$ cat src/design/tx_safety_pkg.sv
// Constants for the transmitter safety and control pin block.
// Assumes a single 100 MHz system clock and asynchronous pin inputs.
//
// What this block is required to do
// Rising transmit-off drops laser output below ten percent within 10 us.
// Falling transmit-off restores laser output above ninety percent within 1 ms.
// Driver output stable within 300 ms of power-on or fault clear.
// Fault indicator goes high within 100 us of a fault.
// A 10 us transmit-off high pulse initializes safety logic, clears latched fault. The code reinitializes only from the fault state.
// Power-down is entered within 100 us of its initiation.
// Host holds power-down/reset at least 10 us to start a reset.
// Power-down/reset held high keeps standby; low means normal operation.
// Falling power-down/reset edge starts a full device reset like power-on.
// Transmit-off high or floating switches off bias and modulation.
// Serial port select high picks SPI, low or floating picks 2-wire.
// Shared host pins are clock/data in 2-wire, data out/in in SPI.
// Cathode select high means common cathode, low or floating common anode. The code ignores cathode select.
// Anode wiring uses supply switch; cathode wiring uses ground switch. The code drives both switches with the laser drive in either wiring.
// Control inputs are synchronized; pulse widths counted on the internal clock.
package tx_safety_pkg;

    // -------------------------------------------------------------------
    // Timing
    // -------------------------------------------------------------------
    localparam int CLK_MHZ        = 100;
    localparam int T_OFF_US       = 10;
    localparam int T_ON_US        = 1000;
    localparam int T_INIT_MS      = 300;
    localparam int T_FAULT_US     = 100;
    localparam int T_RESET_US     = 10;
    localparam int T_PDOWN_US     = 100;
    localparam int T_PDRST_US     = 10;
    // Least widths round up; none are fractional at 100 MHz
    localparam int RESET_CYCLES   = T_RESET_US * CLK_MHZ;
    localparam int PDRST_CYCLES   = T_PDRST_US * CLK_MHZ;
    localparam int INIT_CYCLES    = T_INIT_MS * 1000 * CLK_MHZ;
    // Internal settle time before output is declared stable (well under limit)
    localparam int SETTLE_US      = 100;
    localparam int SETTLE_CYCLES  = SETTLE_US * CLK_MHZ;
    localparam int CNT_W          = 25;

    typedef enum logic [1:0] {
        ST_INIT,
        ST_RUN,
        ST_FAULT,
        ST_PDOWN
    } state_e;

endpackage

$ cat src/design/tx_safety_ctrl.sv
// Transmit safety control: gates bias and modulation, latches faults,
// sequences power-down, reset and initialization.
// Assumes pins are asynchronous; fault_detect comes from logic on clk_sys.
`timescale 1ns/1ps
module tx_safety_ctrl #(
    parameter int SETTLE_CYCLES = tx_safety_pkg::SETTLE_CYCLES,
    parameter int INIT_CYCLES   = tx_safety_pkg::INIT_CYCLES
) (
    input  wire logic clk_sys,
    input  wire logic reset_n,
    input  wire logic clk_en,
    input  wire logic transmit_off_request,
    input  wire logic power_down_request,
    input  wire logic serial_port_select,
    input  wire logic cathode_select,
    input  wire logic fault_detect,
    input  wire logic spi_data_out,
    input  wire logic spi_data_out_en,
    input  wire logic two_wire_data_out_en,
    input  wire logic host_link_pin_a_in,
    input  wire logic host_link_pin_b_in,
    output logic      host_link_pin_a_out,
    output logic      host_link_pin_a_oe,
    output logic      host_link_pin_b_out,
    output logic      host_link_pin_b_oe,
    output logic      two_wire_clock,
    output logic      two_wire_data,
    output logic      spi_data_in,
    output logic      spi_mode,
    output logic      bias_enable,
    output logic      modulation_enable,
    output logic      supply_switch_or_cathode_bias,
    output logic      anode_bias_or_ground_switch,
    output logic      fault_out,
    output logic      fault_oe,
    output logic      power_down,
    output logic      init_reset,
    output logic      output_stable
);

    // -------------------------------------------------------------------
    // Pin synchronizers
    // -------------------------------------------------------------------
    localparam int NSYNC = 6;
    logic [NSYNC-1:0] pins;
    logic [NSYNC-1:0] s1_q, s2_q, s3_q, s1_d, s2_d, s3_d;
    logic [NSYNC-1:0] filt_q, filt_d;

    assign pins = {host_link_pin_b_in, host_link_pin_a_in, cathode_select,
                   serial_port_select, power_down_request, transmit_off_request};

    // Change accepted once second and third stages agree
    always_comb begin
        s1_d   = pins;
        s2_d   = s1_q;
        s3_d   = s2_q;
        filt_d = filt_q;
        for (int i = 0; i < NSYNC; i++) begin
            if (s2_q[i] == s3_q[i]) begin
                filt_d[i] = s3_q[i];
            end
        end
    end

    // Floating selects read as their pull levels; transmit-off and
    // power-down reset high, the safe state
    always_ff @(posedge clk_sys or negedge reset_n) begin
        if (!reset_n) begin
            s1_q   <= 6'h03;
            s2_q   <= 6'h03;
            s3_q   <= 6'h03;
            filt_q <= 6'h03;
        end else if (clk_en) begin
            s1_q   <= s1_d;
            s2_q   <= s2_d;
            s3_q   <= s3_d;
            filt_q <= filt_d;
        end
    end

    logic txoff, pdrst, spi_sel, cc_sel;
    assign txoff   = filt_q[0];
    assign pdrst   = filt_q[1];
    assign spi_sel = filt_q[2];
    assign cc_sel  = filt_q[3];

    // -------------------------------------------------------------------
    // Safety sequencer
    // -------------------------------------------------------------------
    // Local names for the shared state encoding; the package is never imported
    localparam tx_safety_pkg::state_e ST_INIT  = tx_safety_pkg::ST_INIT;
    localparam tx_safety_pkg::state_e ST_RUN   = tx_safety_pkg::ST_RUN;
    localparam tx_safety_pkg::state_e ST_FAULT = tx_safety_pkg::ST_FAULT;
    localparam tx_safety_pkg::state_e ST_PDOWN = tx_safety_pkg::ST_PDOWN;

    tx_safety_pkg::state_e state_q, state_d;
    logic [tx_safety_pkg::CNT_W-1:0] cnt_q, cnt_d;       // Init / settle timer
    logic [tx_safety_pkg::CNT_W-1:0] txw_q, txw_d;       // Transmit-off width
    logic [tx_safety_pkg::CNT_W-1:0] pdw_q, pdw_d;       // Power-down width
    logic pd_prev_q, pd_prev_d, stable_q, stable_d, flt_q, flt_d;
    logic tx_long, pd_long, pd_fall;

    localparam logic [tx_safety_pkg::CNT_W-1:0] RST_CNT =
        tx_safety_pkg::CNT_W'(tx_safety_pkg::RESET_CYCLES);
    localparam logic [tx_safety_pkg::CNT_W-1:0] PD_CNT =
        tx_safety_pkg::CNT_W'(tx_safety_pkg::PDRST_CYCLES);
    localparam logic [tx_safety_pkg::CNT_W-1:0] SET_CNT =
        tx_safety_pkg::CNT_W'(SETTLE_CYCLES);

    assign tx_long = (txw_q >= RST_CNT);
    assign pd_long = (pdw_q >= PD_CNT);
    assign pd_fall = pd_prev_q && !pdrst;

    always_comb begin
        state_d   = state_q;
        cnt_d     = cnt_q;
        stable_d  = stable_q;
        flt_d     = flt_q;
        pd_prev_d = pdrst;
        // Width counters saturate, clear when input is low
        txw_d = txoff ? (tx_long ? txw_q : txw_q + 1'b1) : '0;
        pdw_d = pdrst ? (pd_long ? pdw_q : pdw_q + 1'b1) : '0;
        unique case (state_q)
            ST_INIT: begin
                // Settle well inside the init limit
                if (cnt_q >= SET_CNT) begin
                    state_d  = ST_RUN;
                    stable_d = 1'b1;
                end else begin
                    cnt_d = cnt_q + 1'b1;
                end
            end
            ST_RUN: begin
                if (fault_detect) begin
                    state_d = ST_FAULT;
                end
            end
            ST_FAULT: begin
                // Latched until a long transmit-off pulse
                if (tx_long) begin
                    state_d  = ST_INIT;
                    cnt_d    = '0;
                    stable_d = 1'b0;
                end
            end
            ST_PDOWN: begin
                stable_d = 1'b0;
            end
        endcase
        if (state_q == ST_FAULT || fault_detect) begin
            flt_d = 1'b1;
        end else if (state_q != ST_FAULT) begin
            flt_d = 1'b0;
        end
        // Power-down overrides everything while held
        if (pdrst && pd_long) begin
            state_d  = ST_PDOWN;
            stable_d = 1'b0;
        end else if (pd_fall && state_q == ST_PDOWN) begin
            // Falling edge restarts like power-on
            state_d  = ST_INIT;
            cnt_d    = '0;
            flt_d    = 1'b0;
        end
    end

    always_ff @(posedge clk_sys or negedge reset_n) begin
        if (!reset_n) begin
            state_q   <= ST_INIT;
            cnt_q     <= '0;
            txw_q     <= '0;
            pdw_q     <= '0;
            pd_prev_q <= 1'b1;
            stable_q  <= 1'b0;
            flt_q     <= 1'b0;
        end else if (clk_en) begin
            state_q   <= state_d;
            cnt_q     <= cnt_d;
            txw_q     <= txw_d;
            pdw_q     <= pdw_d;
            pd_prev_q <= pd_prev_d;
            stable_q  <= stable_d;
            flt_q     <= flt_d;
        end
    end

    // -------------------------------------------------------------------
    // Laser gating and outputs
    // -------------------------------------------------------------------
    logic drive_q, drive_d;
    // Drive only in run and transmit-off low; a few cycles, far under 10 us
    assign drive_d = (state_q == ST_RUN) && !txoff && !fault_detect;

    always_ff @(posedge clk_sys or negedge reset_n) begin
        if (!reset_n) begin
            drive_q <= 1'b0;
        end else if (clk_en) begin
            drive_q <= drive_d;
        end
    end

    assign bias_enable       = drive_q;
    assign modulation_enable = drive_q;
    // Bias and redundant switch both follow the drive; cathode select is unused
    assign supply_switch_or_cathode_bias = drive_q;
    assign anode_bias_or_ground_switch   = drive_q;
    assign spi_mode    = spi_sel;
    assign fault_out   = 1'b0;
    assign fault_oe    = !flt_q;                           // Open collector, release = high
    assign power_down  = (state_q == ST_PDOWN);
    assign init_reset  = (state_q == ST_INIT) || (state_q == ST_PDOWN);
    assign output_stable = stable_q;

    // Pin role follows the interface select
    assign two_wire_clock      = spi_sel ? 1'b1 : filt_q[4];
    assign two_wire_data       = spi_sel ? 1'b1 : filt_q[5];
    assign spi_data_in         = spi_sel ? filt_q[5] : 1'b0;
    assign host_link_pin_a_out = spi_sel ? spi_data_out : 1'b0;
    assign host_link_pin_a_oe  = spi_sel ? spi_data_out_en : 1'b0;
    assign host_link_pin_b_out = 1'b0;
    assign host_link_pin_b_oe  = spi_sel ? 1'b0 : two_wire_data_out_en;
endmodule

$ cat config.mk
export PLATFORM = sky130hd
export DESIGN_NAME = tx_safety_ctrl
export DESIGN_NICKNAME = d
export VERILOG_FILES = /design/src/design/tx_safety_pkg.sv /design/src/design/tx_safety_ctrl.sv
export SDC_FILE = /design/constraint.sdc
export NUM_CORES = 1
export LEC_CHECK = 0
export ABC_AREA = 1
export BUFFER_PORTS_ARGS = -buffer_cell sky130_fd_sc_hd__buf_2
export CORE_MARGIN = 3
export CORE_UTILIZATION = 40
export DETAILED_ROUTE_END_ITERATION = 6
export PLACE_DENSITY = 0.64
export SYNTH_ARGS = -nofsm -noshare
export SYNTH_HDL_FRONTEND = slang
export SYNTH_SLANG_ARGS = --single-unit
$ cat constraint.sdc
create_clock -name clk_sys -period 3.8 [get_ports clk_sys]
set_input_delay 0.57 -clock clk_sys [delete_from_list [all_inputs] [get_ports clk_sys]]
set_output_delay 0.57 -clock clk_sys [all_outputs]
set_load 0.02 [all_outputs]
# [Word-level counts from Yosys, hierarchy flattened]
# Index checks and enable logic that the tools add are counted.
[op_classes] add_sub_neg=3 multipliers=0 n_div=0 n_lt_le_gt_ge=3 n_eq_ne=16 n_shift=0 muxes=29 bitwise_logic=0 reduce_logical=23
[ops] operator="2-to-1 mux 25 bit" count=8
[ops] operator="adder 25 x 1 -> 25 bit (second input constant)" count=3
[ops] operator="greater-or-equal comparator 25 x 10 -> 1 bit (second input constant)" count=2
[ops] operator="case mux 25 bit (2 select lines)" count=1
[ops] operator="greater-or-equal comparator 25 x 14 -> 1 bit (second input constant)" count=1
[ops] operator="AND reduction 2 bit" count=7
[ops] operator="2-to-1 mux 1 bit" count=13
[ops] operator="2-to-1 mux 2 bit" count=5
[ops] operator="inequality test 4 bit (second input constant)" count=2
[ops] operator="inequality test 2 bit (second input constant)" count=3
[ops] operator="case mux 2 bit (3 select lines)" count=1
[ops] operator="equality test 1 bit" count=5
[ops] operator="logical AND 1 bit" count=5
[ops] operator="AND reduction 5 bit" count=1
[ops] operator="nonzero test 5 bit" count=1
[ops] operator="equality test 2 bit (second input constant)" count=2
[ops] operator="logical NOT 1 bit" count=4
[ops] operator="inequality test 4 x 2 -> 1 bit (second input constant)" count=1
[ops] operator="AND reduction 4 bit" count=1
[ops] operator="nonzero test 4 bit" count=1
[ops] operator="inequality test 3 x 2 -> 1 bit (second input constant)" count=1
[ops] operator="inequality test 3 bit (second input constant)" count=1
[ops] operator="case mux 1 bit (3 select lines)" count=1
[ops] operator="equality test 2 x 1 -> 1 bit (second input constant)" count=1
[ops] operator="2 further kinds" count=3
[totals] register_bits=104 latch_bits=0 ram_bits=0 rom_bits=0 inputBits=13 memories=0

# [Longest topological paths before layout]
# Gate-level depths: netlist of run 1.
[logic_depth] word_depth=5 ltp_mapped=15 mapped_depth_nobuf=14

# [Worst setup path before layout of run 1]
# No wires, ideal clock.
[synth_path] path_kind="input -> register" from="input clk_en" to="register txw_q[5] (netlist bit)" arrival_time_ns=1.474 required_ns=3.673 setup_slack_ns=2.199 stages=7 n_path_buf=4 path_cell_list="buf_4 -> inv_1 -> buf_2 -> o21ai_1 -> buf_4 -> buf_2 -> o21ai_0"
[synth_between] elab_chain_cells=1
[synth_lines] element="start: declaration" line_no="tx_safety_ctrl.sv:11" rtl="input wire logic clk_en,"
[synth_lines] element="AND reduction 2 bit (no line)"
[synth_lines] element="end signal: assignment" line_no="tx_safety_ctrl.sv:179" rtl="txw_q <= txw_d;"
[synth_lines] element="end: declaration" line_no="tx_safety_ctrl.sv:98" rtl="logic [tx_safety_pkg::CNT_W-1:0] txw_q, txw_d;"
# Every way passes these cells.
# A chain may end at the register's enable or synchronous reset.

# [Final worst setup path of run 1]
[layout_path] from="register state_q[0]" to="register cnt_q[16] (netlist bit)"
[layout_between] elab_chain_cells=4 elab_cells_between_ends=7 cone_classes="eq/ne (2); mux (3); reduce/logical (2)"
[layout_lines] element="start: declaration" line_no="tx_safety_ctrl.sv:96" rtl="tx_safety_pkg::state_e state_q, state_d;"
[layout_lines] element="start signal: assignment" line_no="tx_safety_ctrl.sv:177" rtl="state_q <= state_d;"
[layout_lines] element="equality test 2 bit, or another cell as far along" line_no="tx_safety_ctrl.sv:123" rtl="unique case (state_q)"
[layout_lines] element="case mux 25 bit (2 select lines) or logical AND 1 bit (tied branches)" line_no="tx_safety_ctrl.sv:123, tx_safety_ctrl.sv:159"
[layout_lines] element="2-to-1 mux 25 bit" line_no="tx_safety_ctrl.sv:159" rtl="end else if (pd_fall && state_q == ST_PDOWN) begin"
[layout_lines] element="2-to-1 mux 25 bit *" line_no="tx_safety_ctrl.sv:156" rtl="if (pdrst && pd_long) begin"
[layout_lines] element="end signal: assignment" line_no="tx_safety_ctrl.sv:178" rtl="cnt_q <= cnt_d;"
[layout_lines] element="end: declaration" line_no="tx_safety_ctrl.sv:97" rtl="logic [tx_safety_pkg::CNT_W-1:0] cnt_q, cnt_d;"
# Mark *: on every way between the ends. The rest lies on a longest branch, timed or not.

==> results of run 1 <==
[final cells by class]
type / instances / area [um^2]
multi-input combinational: 467 / 2190
inverter: 107 / 402
clock buffer: 12 / 267
tap: 172 / 215
sequential: 101 / 2540
timing repair buffer: 33 / 185
fill: 1254 / 6950
clock inverter: 4 / 30.0
[cell families after synthesis]
group           Yosys count  synth area share (%)
flops                   101                  47.9
buf+inv                 133                  10.8
fa+ha+maj                11                  2.60
simple gates            372                  29.5
other cells               1                0.0708
compound gates           71                  7.27
xor+xnor                 11                  1.82
[state kept, by name (all words and copies together), names as in the netlist, 2 cells and up]
register	count
s2_q	5
filt_q	5
cnt_q	25
txw_q	25
state_q	2
s1_q	5
s3_q	5
pdw_q	25
[worst max-delay path: stages (launching register included)]
cell	delay, ns
dfrtp_1	0.42
inv_1	0.08
ha_1	0.19
buf_4	0.21
nor2_1	0.24
inv_1	0.11
nand2_2	0.32
inv_1	0.15
nand2_1	0.19
nand2_1	0.08
a21oi_1	0.12
[final timing paths]
kind / depth (start not counted) / slack [ns] / startpoint / to
min in group clk_sys: 3 / 0.42 / transmit_off_request / s1_q[0]
max reg2reg: 10 / 1.60 / state_q[0] / cnt_q[16]
min: 1 / 0.39 / reset_n / pdw_q[10]
max: 10 / 1.60 / state_q[0] / cnt_q[16]
min reg2reg: 2 / 0.47 / s1_q[0] / s1_q[0]
max in group asynchronous: 2 / 2.65 / reset_n / cnt_q[7]
[power by group]
| group | switching, W | internal [W] | total [W] | leakage, nW |
|---|---|---|---|---|
| registers | 0.000135 | 0.00121 | 0.00134 | 1.34 |
| logic | 0.000735 | 0.000346 | 0.00108 | 1.44 |
| clock network | 0.000404 | 0.000502 | 0.000906 | 0.150 |
[layer usage]
metal,wire length (um),vias up,part of all wire (%)
li1,-,2180,-
met1,4930,1994,47
met5,0,-,0
met4,191,0,1.8
met3,388,13,3.7
met2,5060,79,48
[cell usage in the layout, fill, tap and decap left out, types with 11 or more instances in the layout]
cell type    n
nand2_1    192
inv_1      102
nor2_1      98
dfrtp_1     92
nand3_1     44
o21ai_0     41
buf_2       25
a21oi_1     12
xor2_1      11
ha_1        11
[stage by stage]
| stage | hold WS (ns) | std cells |
|---|---|---|
| 2_1_floorplan | 0.274 | 701 |
| 3_3_place_gp | 0.456 | 880 |
| 3_5_place_dp | 0.456 | 880 |
| 4_1_cts | 0.407 | 896 |
| 5_1_grt | 0.438 | 896 |
| 6_report | 0.390 | 896 |
==> flow_metrics.env, run 1 <==
export IMPL_synthFlopType="dfrtp_1"
export IMPL_yosysTopAreaCellShare_pct=43.5
export IMPL_synth_cells=700
export IMPL_place_worst_setup_slack_ns=1.61
export IMPL_syn_avg_cell_area_um2=7.57
export IMPL_grt_start_max_net_pins=82
export IMPL_clk_pin_slew_ns=0.07
export IMPL_first_global_vias=4127
export IMPL_critical_path_class="reg2reg"
export IMPL_placed_area_um2=5530
export IMPL_dr_first_iter_drc_count=211
export IMPL_powerDensity_nw_per_um2=571
export IMPL_routedWlPerCell_um=11.8
export IMPL_finalInstanceArea_um2=5830
export IMPL_synth_edf_count=0
export IMPL_clock_path_buffers=2
export IMPL_portBuffers=26
export IMPL_drc=0
export IMPL_synth_top_area_cell="dfrtp_1"
export IMPL_synthToLayoutAreaGrowth_pct=10.0
export IMPL_rows=41
export IMPL_hold_viol=0
export IMPL_via_per_inst=4.76
export IMPL_slew_headroom_pct=32.2
export IMPL_die_w_um=121
export IMPL_worstSetupStartpointType="flip-flop"
export IMPL_met1_usage_pct=20.5
export IMPL_seq_area_frac_synth_pct=47.9
export IMPL_min_period_over_period_pct=57.9
export IMPL_grt_busiest_layer="met2"
export IMPL_status="complete, no violations"
export IMPL_dieArea_um2=14700
export IMPL_initial_core_util_pct=41.5
export IMPL_cts_buffers_inserted=9
export IMPL_setup_tns_final_ns=0
export IMPL_maxCapViolCount=0
export IMPL_min_period_ns=2.20
export IMPL_drt_pass1_iter_count=5
export IMPL_synth_most_common_cell="nand2_1"
export IMPL_dp_hpwl_um=7300
export IMPL_ir_worst_vdd_mv=0.375
export IMPL_drtAntennaViolNets=0
export IMPL_via_count=4266
export IMPL_grt_overflow=0
export IMPL_synth_area_um2=5300
export IMPL_final_core_util_pct=45.6
export IMPL_post_synth_num_cell_types=35
export IMPL_rsz0062_at_grt="no"
export IMPL_wl_um=10600
export IMPL_ys_seq_elements=101
export IMPL_cts_max_level=3
export IMPL_required_ns=4.07
export IMPL_tightest_slew_ns=1.02
export IMPL_fin_ws_ns=1.60
export IMPL_antenna_found_initial=0
export IMPL_power_static_leakage_nw=2.93
export IMPL_total_power_w=0.00333
export IMPL_cp_arrival_ns=2.47
export IMPL_grt_pass1_wl_um=18700
export IMPL_setup_viol=0
export IMPL_clock_skew_ns=0.00498
export IMPL_clkLatencyLatePin_ns=0.34
export IMPL_hold_buffers=0
export IMPL_ctsResizeCount=0
export IMPL_ys_async_sr_fraction_pct=100
export IMPL_gp_congestion=0.909
export IMPL_fmaxAchievable_mhz=454
export IMPL_clock_sinks=101
export IMPL_core_area_um2=12800
export IMPL_diodes=0
export IMPL_cts_root_buf="clkbuf_16"
export IMPL_nets=743
export IMPL_drive_above_1_share_pct=11.2
export IMPL_end_kind="flip-flop"
export IMPL_synth_area_leaders="dfrtp_1, nand2_1, inv_1"
export IMPL_met3_usage_pct=2.98
export IMPL_cts_tree="yes"
export IMPL_fp_dieH_um=121
export IMPL_synth_warnings=0
export IMPL_cts_setup_buffers=0
export IMPL_timing_final_max_slew_violations=0
export IMPL_ios=30
export IMPL_hp_class="in2async"
export IMPL_crit_fanout=22
export IMPL_netlist_top_cells_count="nand2_1, inv_1, nor2_1"
export IMPL_track_usage_pct=15.7
export IMPL_met2_usage_pct=25.4
Power figures use the tool's default switching activity.
==> inputs of run 2 (changes only) <==
--- a/config.mk
+++ b/config.mk
@@ -10,7 +10,7 @@
 export CORE_MARGIN = 3
 export CORE_UTILIZATION = 40
 export DETAILED_ROUTE_END_ITERATION = 6
-export PLACE_DENSITY = 0.64
+export PLACE_DENSITY = 0.66
 export SYNTH_ARGS = -nofsm -noshare
 export SYNTH_HDL_FRONTEND = slang
 export SYNTH_SLANG_ARGS = --single-unit
==> constraint.sdc (replaced) <==
create_clock -name clk_sys -period 1.81 [get_ports clk_sys]
set_input_delay 0.2715 -clock clk_sys [delete_from_list [all_inputs] [get_ports clk_sys]]
set_output_delay 0.2715 -clock clk_sys [all_outputs]
set_load 0.02 [all_outputs]
==> run 2 against run 1 <==
Sequential share of layout area is 1.6 points lower. Non-clock buffer count is 18 higher. Sequential cell count stayed put. Critical path type unchanged. Largest power group unchanged.
==> flow_metrics.env, run 2 (synthesized netlist as in run 1, its figures left out) <==
export IMPL_status="complete, no violations"
export IMPL_hold_end="s1_q[0]"
export IMPL_fin_ws_ns=0.105
export IMPL_track_usage_pct=15.5
export IMPL_cts_max_level=3
export IMPL_min_period_ns=1.71
export IMPL_hold_viol=0
export IMPL_cp_slowest_stage_delay_ns=0.42
export IMPL_cpMostUsedCell="nand2_1"
export IMPL_cts_buffers_inserted=9
export IMPL_r2r_end="state_q[1]"
export IMPL_min_path_cells=3
export IMPL_fp_dieH_um=121
export IMPL_clock_path_buffers=2
export IMPL_ir_worst_vdd_mv=0.679
export IMPL_grt_overflow=0
export IMPL_diodes=0
export IMPL_rows=41
export IMPL_via_count=4347
export IMPL_power_static_leakage_nw=3.03
export IMPL_clk_pin_slew_ns=0.07
export IMPL_top_regs="cnt_q: 25 flops, pdw_q: 25 flops, txw_q: 25 flops"
export IMPL_final_core_util_pct=47.4
export IMPL_rsz0062_at_grt="yes"
export IMPL_drc=0
export IMPL_critPathSlowestCell="dfrtp_1"
export IMPL_pwr_share_clk_pct=24.8
export IMPL_wl_um=10600
export IMPL_grt_start_max_net_pins=35
export IMPL_nets=761
export IMPL_mostFrequentLayoutCells="nand2_1, inv_1, nor2_1"
export IMPL_dr_first_iter_drc_count=261
export IMPL_end_kind="flip-flop"
export IMPL_initial_core_util_pct=41.5
export IMPL_crit_chain="inv_1 -> ha_1 -> buf_8 -> inv_1 -> nor2_2 -> nand2_1 -> nand4_1 -> nand2_1 -> nand2_1"
export IMPL_clock_skew_ns=0.00474
export IMPL_powerDensity_nw_per_um2=1200
export IMPL_r2r_start="state_q[1]"
export IMPL_fill_cells=1231
export IMPL_die_w_um=121
export IMPL_first_global_vias=4204
export IMPL_worstSetupStartpointType="flip-flop"
export IMPL_clock_sinks=101
export IMPL_cts_root_buf="clkbuf_16"
export IMPL_hp_start="transmit_off_request"
export IMPL_maxCapViolCount=0
export IMPL_min_period_over_period_pct=94.2
export IMPL_drive_above_1_share_pct=14.6
export IMPL_p_int_w=0.00448
export IMPL_antenna_found_initial=0
export IMPL_portBuffers=26
export IMPL_critical_path_class="reg2reg"
export IMPL_clkLatencyLatePin_ns=0.34
export IMPL_grt_pass1_wl_um=18600
export IMPL_via_per_inst=4.76
export IMPL_final_common_cell="nand2_1"
export IMPL_finalInstanceArea_um2=6050
export IMPL_ios=30
export IMPL_dp_hpwl_um=7730
export IMPL_cp_top_family="simple AND/OR/NAND/NOR gates"
export IMPL_rrSetupSlack_ns=0.10
export IMPL_power_switching_w=0.00278
export IMPL_switching_share_pct=38.3
export IMPL_routedWlPerCell_um=11.5
export IMPL_seqPwrFrac_pct=38.4
export IMPL_dieArea_um2=14700
export IMPL_required_ns=2.09
export IMPL_fmaxAchievable_mhz=586
export IMPL_cp_num_buf_inv=3
export IMPL_synthToLayoutAreaGrowth_pct=14.3
export IMPL_setup_viol=0
export IMPL_timing_final_max_slew_violations=0
export IMPL_place_worst_setup_slack_ns=0.0173
export IMPL_ff2ff_path_depth=9
export IMPL_drt_pass1_iter_count=5
export IMPL_hp_class="in2reg"
export IMPL_placed_area_um2=5690
export IMPL_drtAntennaViolNets=0
export IMPL_core_area_um2=12800
export IMPL_cts_tree="yes"
export IMPL_total_power_w=0.00727
export IMPL_combPwrFrac_pct=36.8
export IMPL_crit_fanout=21
export IMPL_cp_arrival_ns=1.99
export IMPL_gp_congestion=0.851
==> run 2: worst max path at each step <==
| stage | from | to | slack (ns) | depth (start not counted) |
|---|---|---|---|---|
| 2_1_floorplan | state_q[0] | state_q[0] | 0.30 | 9 |
| 3_3_place_gp | state_q[0] | state_q[0] | 0.1 | 9 |
| 4_1_cts | cnt_q[18] | state_q[1] | 0.01 | 9 |
| 5_1_grt | cnt_q[0] | state_q[0] | -0.02 | 13 |
| 6_report | state_q[1] | state_q[1] | 0.10 | 9 |
| 3_5_place_dp | state_q[0] | state_q[1] | 0.02 | 9 |
==> run 2: per-stage QoR <==
step / hold slack [ns] / instances / setup TNS, ns
finish: 0.131 / 914 / 0
CTS: 0.116 / 913 / 0
global route: 0.131 / 914 / -0.0575
detailed placement: 0.171 / 896 / 0
global placement: 0.168 / 896 / 0
floorplan: -0.0241 / 701 / 0
==> run 2: routing by layer <==
metal | vias to the layer above | global-route usage (%) | wire [um]
met5 | - | 0 | 0
met4 | 0 | 4.96 | 164
met3 | 13 | 3.12 | 372
met2 | 71 | 26.0 | 5140
met1 | 2045 | 20.1 | 4870
li1 | 2218 | - | -
==> run 2: what timing repair did <==
action / CTS / global route
endpoints found under the hold margin: 12 / 0
pin swaps: 0 / 2
hold buffers: 1 / 0
buffers inserted: 0 / 1
gates resized for setup: 1 / 19
setup endpoints to repair: 1 / 46
==> run 2: cell type report <==
type / count / area (um^2) / share of cell area [%]
clock buffer: 11 / 233 / 3.84
clock inverter: 5 / 45.0 / 0.744
inverter: 107 / 407 / 6.72
multi-input combinational: 467 / 2240 / 37.0
sequential: 101 / 2540 / 42.0
tap: 172 / 215 / 3.56
timing repair buffer: 51 / 372 / 6.14
==> run 2: worst register-to-register path, stage by stage (launching register included) <==
cell	delay [ns]
dfrtp_1	0.42
inv_1	0.12
ha_1	0.25
buf_8	0.21
inv_1	0.10
nor2_2	0.20
nand2_1	0.08
nand4_1	0.11
nand2_1	0.08
nand2_1	0.07
==> run 2: power by group through the flow <==
stage	Clock (W)	Combinational, W	Sequential [W]
6_report	0.00180	0.00267	0.00279
5_1_grt	0.00197	0.00304	0.00284
4_1_cts	0.00187	0.00252	0.00279
3_5_place_dp	0	0.00250	0.00283
3_3_place_gp	0	0.00243	0.00281
2_1_floorplan	0	0.00186	0.00279
==> inputs of run 3 (changes only) <==
--- a/config.mk
+++ b/config.mk
@@ -11,6 +11,7 @@
 export CORE_UTILIZATION = 40
 export DETAILED_ROUTE_END_ITERATION = 6
 export PLACE_DENSITY = 0.66
+export RECOVER_POWER = 50
 export SYNTH_ARGS = -nofsm -noshare
 export SYNTH_HDL_FRONTEND = slang
 export SYNTH_SLANG_ARGS = --single-unit
==> run 3 against run 2 <==
Wire length about the same. Maximum frequency about the same. Sequential power hardly changed. Combinational power barely moved. Sequential cell count unchanged. Design area shrank 0.14%. Power barely moved. Critical path type unchanged. Largest cell class unchanged. Highest routed layer unchanged.
==> flow_metrics.env, run 3 (synthesized netlist as in run 1, its figures left out) <==
export IMPL_status="complete, no violations"
export IMPL_mostFrequentLayoutCells="nand2_1, inv_1, nor2_1"
export IMPL_met1_usage_pct=20.1
export IMPL_combPwrFrac_pct=36.8
export IMPL_fmaxAchievable_mhz=587
export IMPL_ff2ff_path_depth=9
export IMPL_tightest_slew_ns=1.12
export IMPL_cts_root_buf="clkbuf_16"
export IMPL_clkLatencyLatePin_ns=0.34
export IMPL_cp_arrival_ns=1.99
export IMPL_timing_final_max_slew_violations=0
export IMPL_nets=761
export IMPL_initial_core_util_pct=41.5
export IMPL_track_usage_pct=15.5
export IMPL_cp_slowest_stage_delay_ns=0.42
export IMPL_cts_buffers_inserted=9
export IMPL_cpMostUsedCell="nand2_1"
export IMPL_min_period_ns=1.70
export IMPL_hp_class="in2reg"
export IMPL_final_common_cell="nand2_1"
export IMPL_portBuffers=26
export IMPL_via_count=4342
export IMPL_grt_start_max_net_pins=35
export IMPL_rrSetupSlack_ns=0.11
export IMPL_critPathSlowestCell="dfrtp_1"
export IMPL_drt_pass1_iter_count=5
export IMPL_drive_above_1_share_pct=14.0
export IMPL_met3_usage_pct=3.12
export IMPL_switching_share_pct=38.3
export IMPL_fin_ws_ns=0.106
export IMPL_clk_pin_slew_ns=0.07
export IMPL_cts_tree="yes"
export IMPL_fill_cells=1234
export IMPL_wl_um=10600
export IMPL_clock_sinks=101
export IMPL_cts_max_level=3
export IMPL_synthToLayoutAreaGrowth_pct=14.1
export IMPL_r2r_end="state_q[1]"
export IMPL_cp_top_family="simple AND/OR/NAND/NOR gates"
export IMPL_die_w_um=121
export IMPL_critical_path_class="reg2reg"
export IMPL_met2_usage_pct=26.0
export IMPL_clock_skew_ns=0.00461
export IMPL_maxCapViolCount=0
export IMPL_power_switching_w=0.00278
export IMPL_core_area_um2=12800
export IMPL_rows=41
export IMPL_dr_first_iter_drc_count=261
export IMPL_multi_input_area_um2=2240
export IMPL_worstSetupStartpointType="flip-flop"
export IMPL_powerDensity_nw_per_um2=1200
export IMPL_grt_overflow=0
export IMPL_regArea_um2=2540
export IMPL_cp_num_buf_inv=3
export IMPL_antenna_found_initial=0
export IMPL_fp_dieH_um=121
export IMPL_min_period_over_period_pct=94.2
export IMPL_gp_congestion=0.851
export IMPL_power_static_leakage_nw=3.02
export IMPL_setup_viol=0
export IMPL_hold_viol=0
export IMPL_slew_headroom_pct=25.2
export IMPL_ir_worst_vdd_mv=0.679
export IMPL_rsz0062_at_grt="yes"
export IMPL_pwr_share_clk_pct=24.8
export IMPL_crit_fanout=21
export IMPL_r2r_start="state_q[1]"
export IMPL_dieArea_um2=14700
export IMPL_drc=0
export IMPL_top_regs="cnt_q: 25 flops, pdw_q: 25 flops, txw_q: 25 flops"
export IMPL_drtAntennaViolNets=0
export IMPL_place_worst_setup_slack_ns=0.0173
export IMPL_grt_busiest_layer="met2"
export IMPL_cp_depth=9
export IMPL_whs_ns=0.131
export IMPL_final_core_util_pct=47.3
export IMPL_clock_path_buffers=2
export IMPL_first_global_vias=4204
export IMPL_dp_hpwl_um=7730
export IMPL_diodes=0
export IMPL_routedWlPerCell_um=11.5
export IMPL_grt_pass1_wl_um=18600
export IMPL_seqPwrFrac_pct=38.5
export IMPL_end_kind="flip-flop"
export IMPL_p_int_w=0.00448
export IMPL_crit_chain="inv_1 -> ha_1 -> buf_8 -> inv_1 -> nor2_2 -> nand2_1 -> nand4_1 -> nand2_1 -> nand2_1"
export IMPL_required_ns=2.09
export IMPL_cp_endpoint="state_q[1]"
export IMPL_via_per_inst=4.75
export IMPL_ios=30
export IMPL_startpoint="state_q[1]"
==> run 3: cell types whose count changed in the layout (fill, tap and decap cells not counted) <==
cell / previous run / this run
clkbuf_1: 2 / 5
buf_4: 20 / 18
buf_2: 25 / 24
dfstp_1: 0 / 1
dfstp_2: 9 / 8
==> run 3: power groups by stage <==
stage | Sequential [W] | Clock [W] | Combinational, W
2_1_floorplan | 0.00279 | 0 | 0.00186
3_3_place_gp | 0.00281 | 0 | 0.00243
3_5_place_dp | 0.00283 | 0 | 0.00250
4_1_cts | 0.00279 | 0.00187 | 0.00252
5_1_grt | 0.00284 | 0.00197 | 0.00304
6_report | 0.00279 | 0.00180 | 0.00267
==> run 3: how the worst min path moves through the flow <==
stage | start | cells past startpoint | to
after floorplan | reset_n | 0 | anode_bias_or_ground_switch
after global placement | reset_n | 1 | cnt_q[9]
after detailed placement | reset_n | 1 | cnt_q[8]
after CTS | transmit_off_request | 3 | s1_q[0]
after global routing | power_down_request | 3 | s1_q[1]
final | transmit_off_request | 3 | s1_q[0]
==> run 3: per-stage QoR <==
step	setup TNS [ns]	std cells	power, W	instance area, um^2
2_1_floorplan	0	701	0.00466	5300
3_3_place_gp	0	896	0.00524	5690
3_5_place_dp	0	896	0.00533	5690
4_1_cts	0	913	0.00718	5980
5_1_grt	-0.0597	914	0.00784	6040
6_report	0	914	0.00726	6040
==> run 3: tightest hold or removal path, delay by kind of cell <==
family,cells,cell delay (ns)
buf+inv,1,0.10
simple gates,2,0.11
==> run 3: layout make-up <==
cell class | count | area share, %
clock buffers | 11 | 3.85
clock inverters | 5 | 0.745
inverters | 107 | 6.73
multi-input cells | 467 | 37.1
flip-flops and latches | 101 | 42.0
well taps | 172 | 3.56
repair buffers | 51 | 6.00
==> run 3: timing repair <==
| item | in CTS | in global routing |
|---|---|---|
| gates cloned | 0 | 0 |
| resized for setup | 1 | 19 |
| setup buffers | 0 | 1 |
| endpoints found under the hold margin | 12 | 0 |
| endpoints found under the setup margin | 1 | 46 |
| pin swaps | 0 | 2 |
| hold buffers | 1 | 0 |
==> run 3: metal layers <==
layer  up-vias  wire length (um)
met3        13               366
met5         -                 0
met1      2043              4880
li1       2218                 -
met2        68              5140
met4         0               164
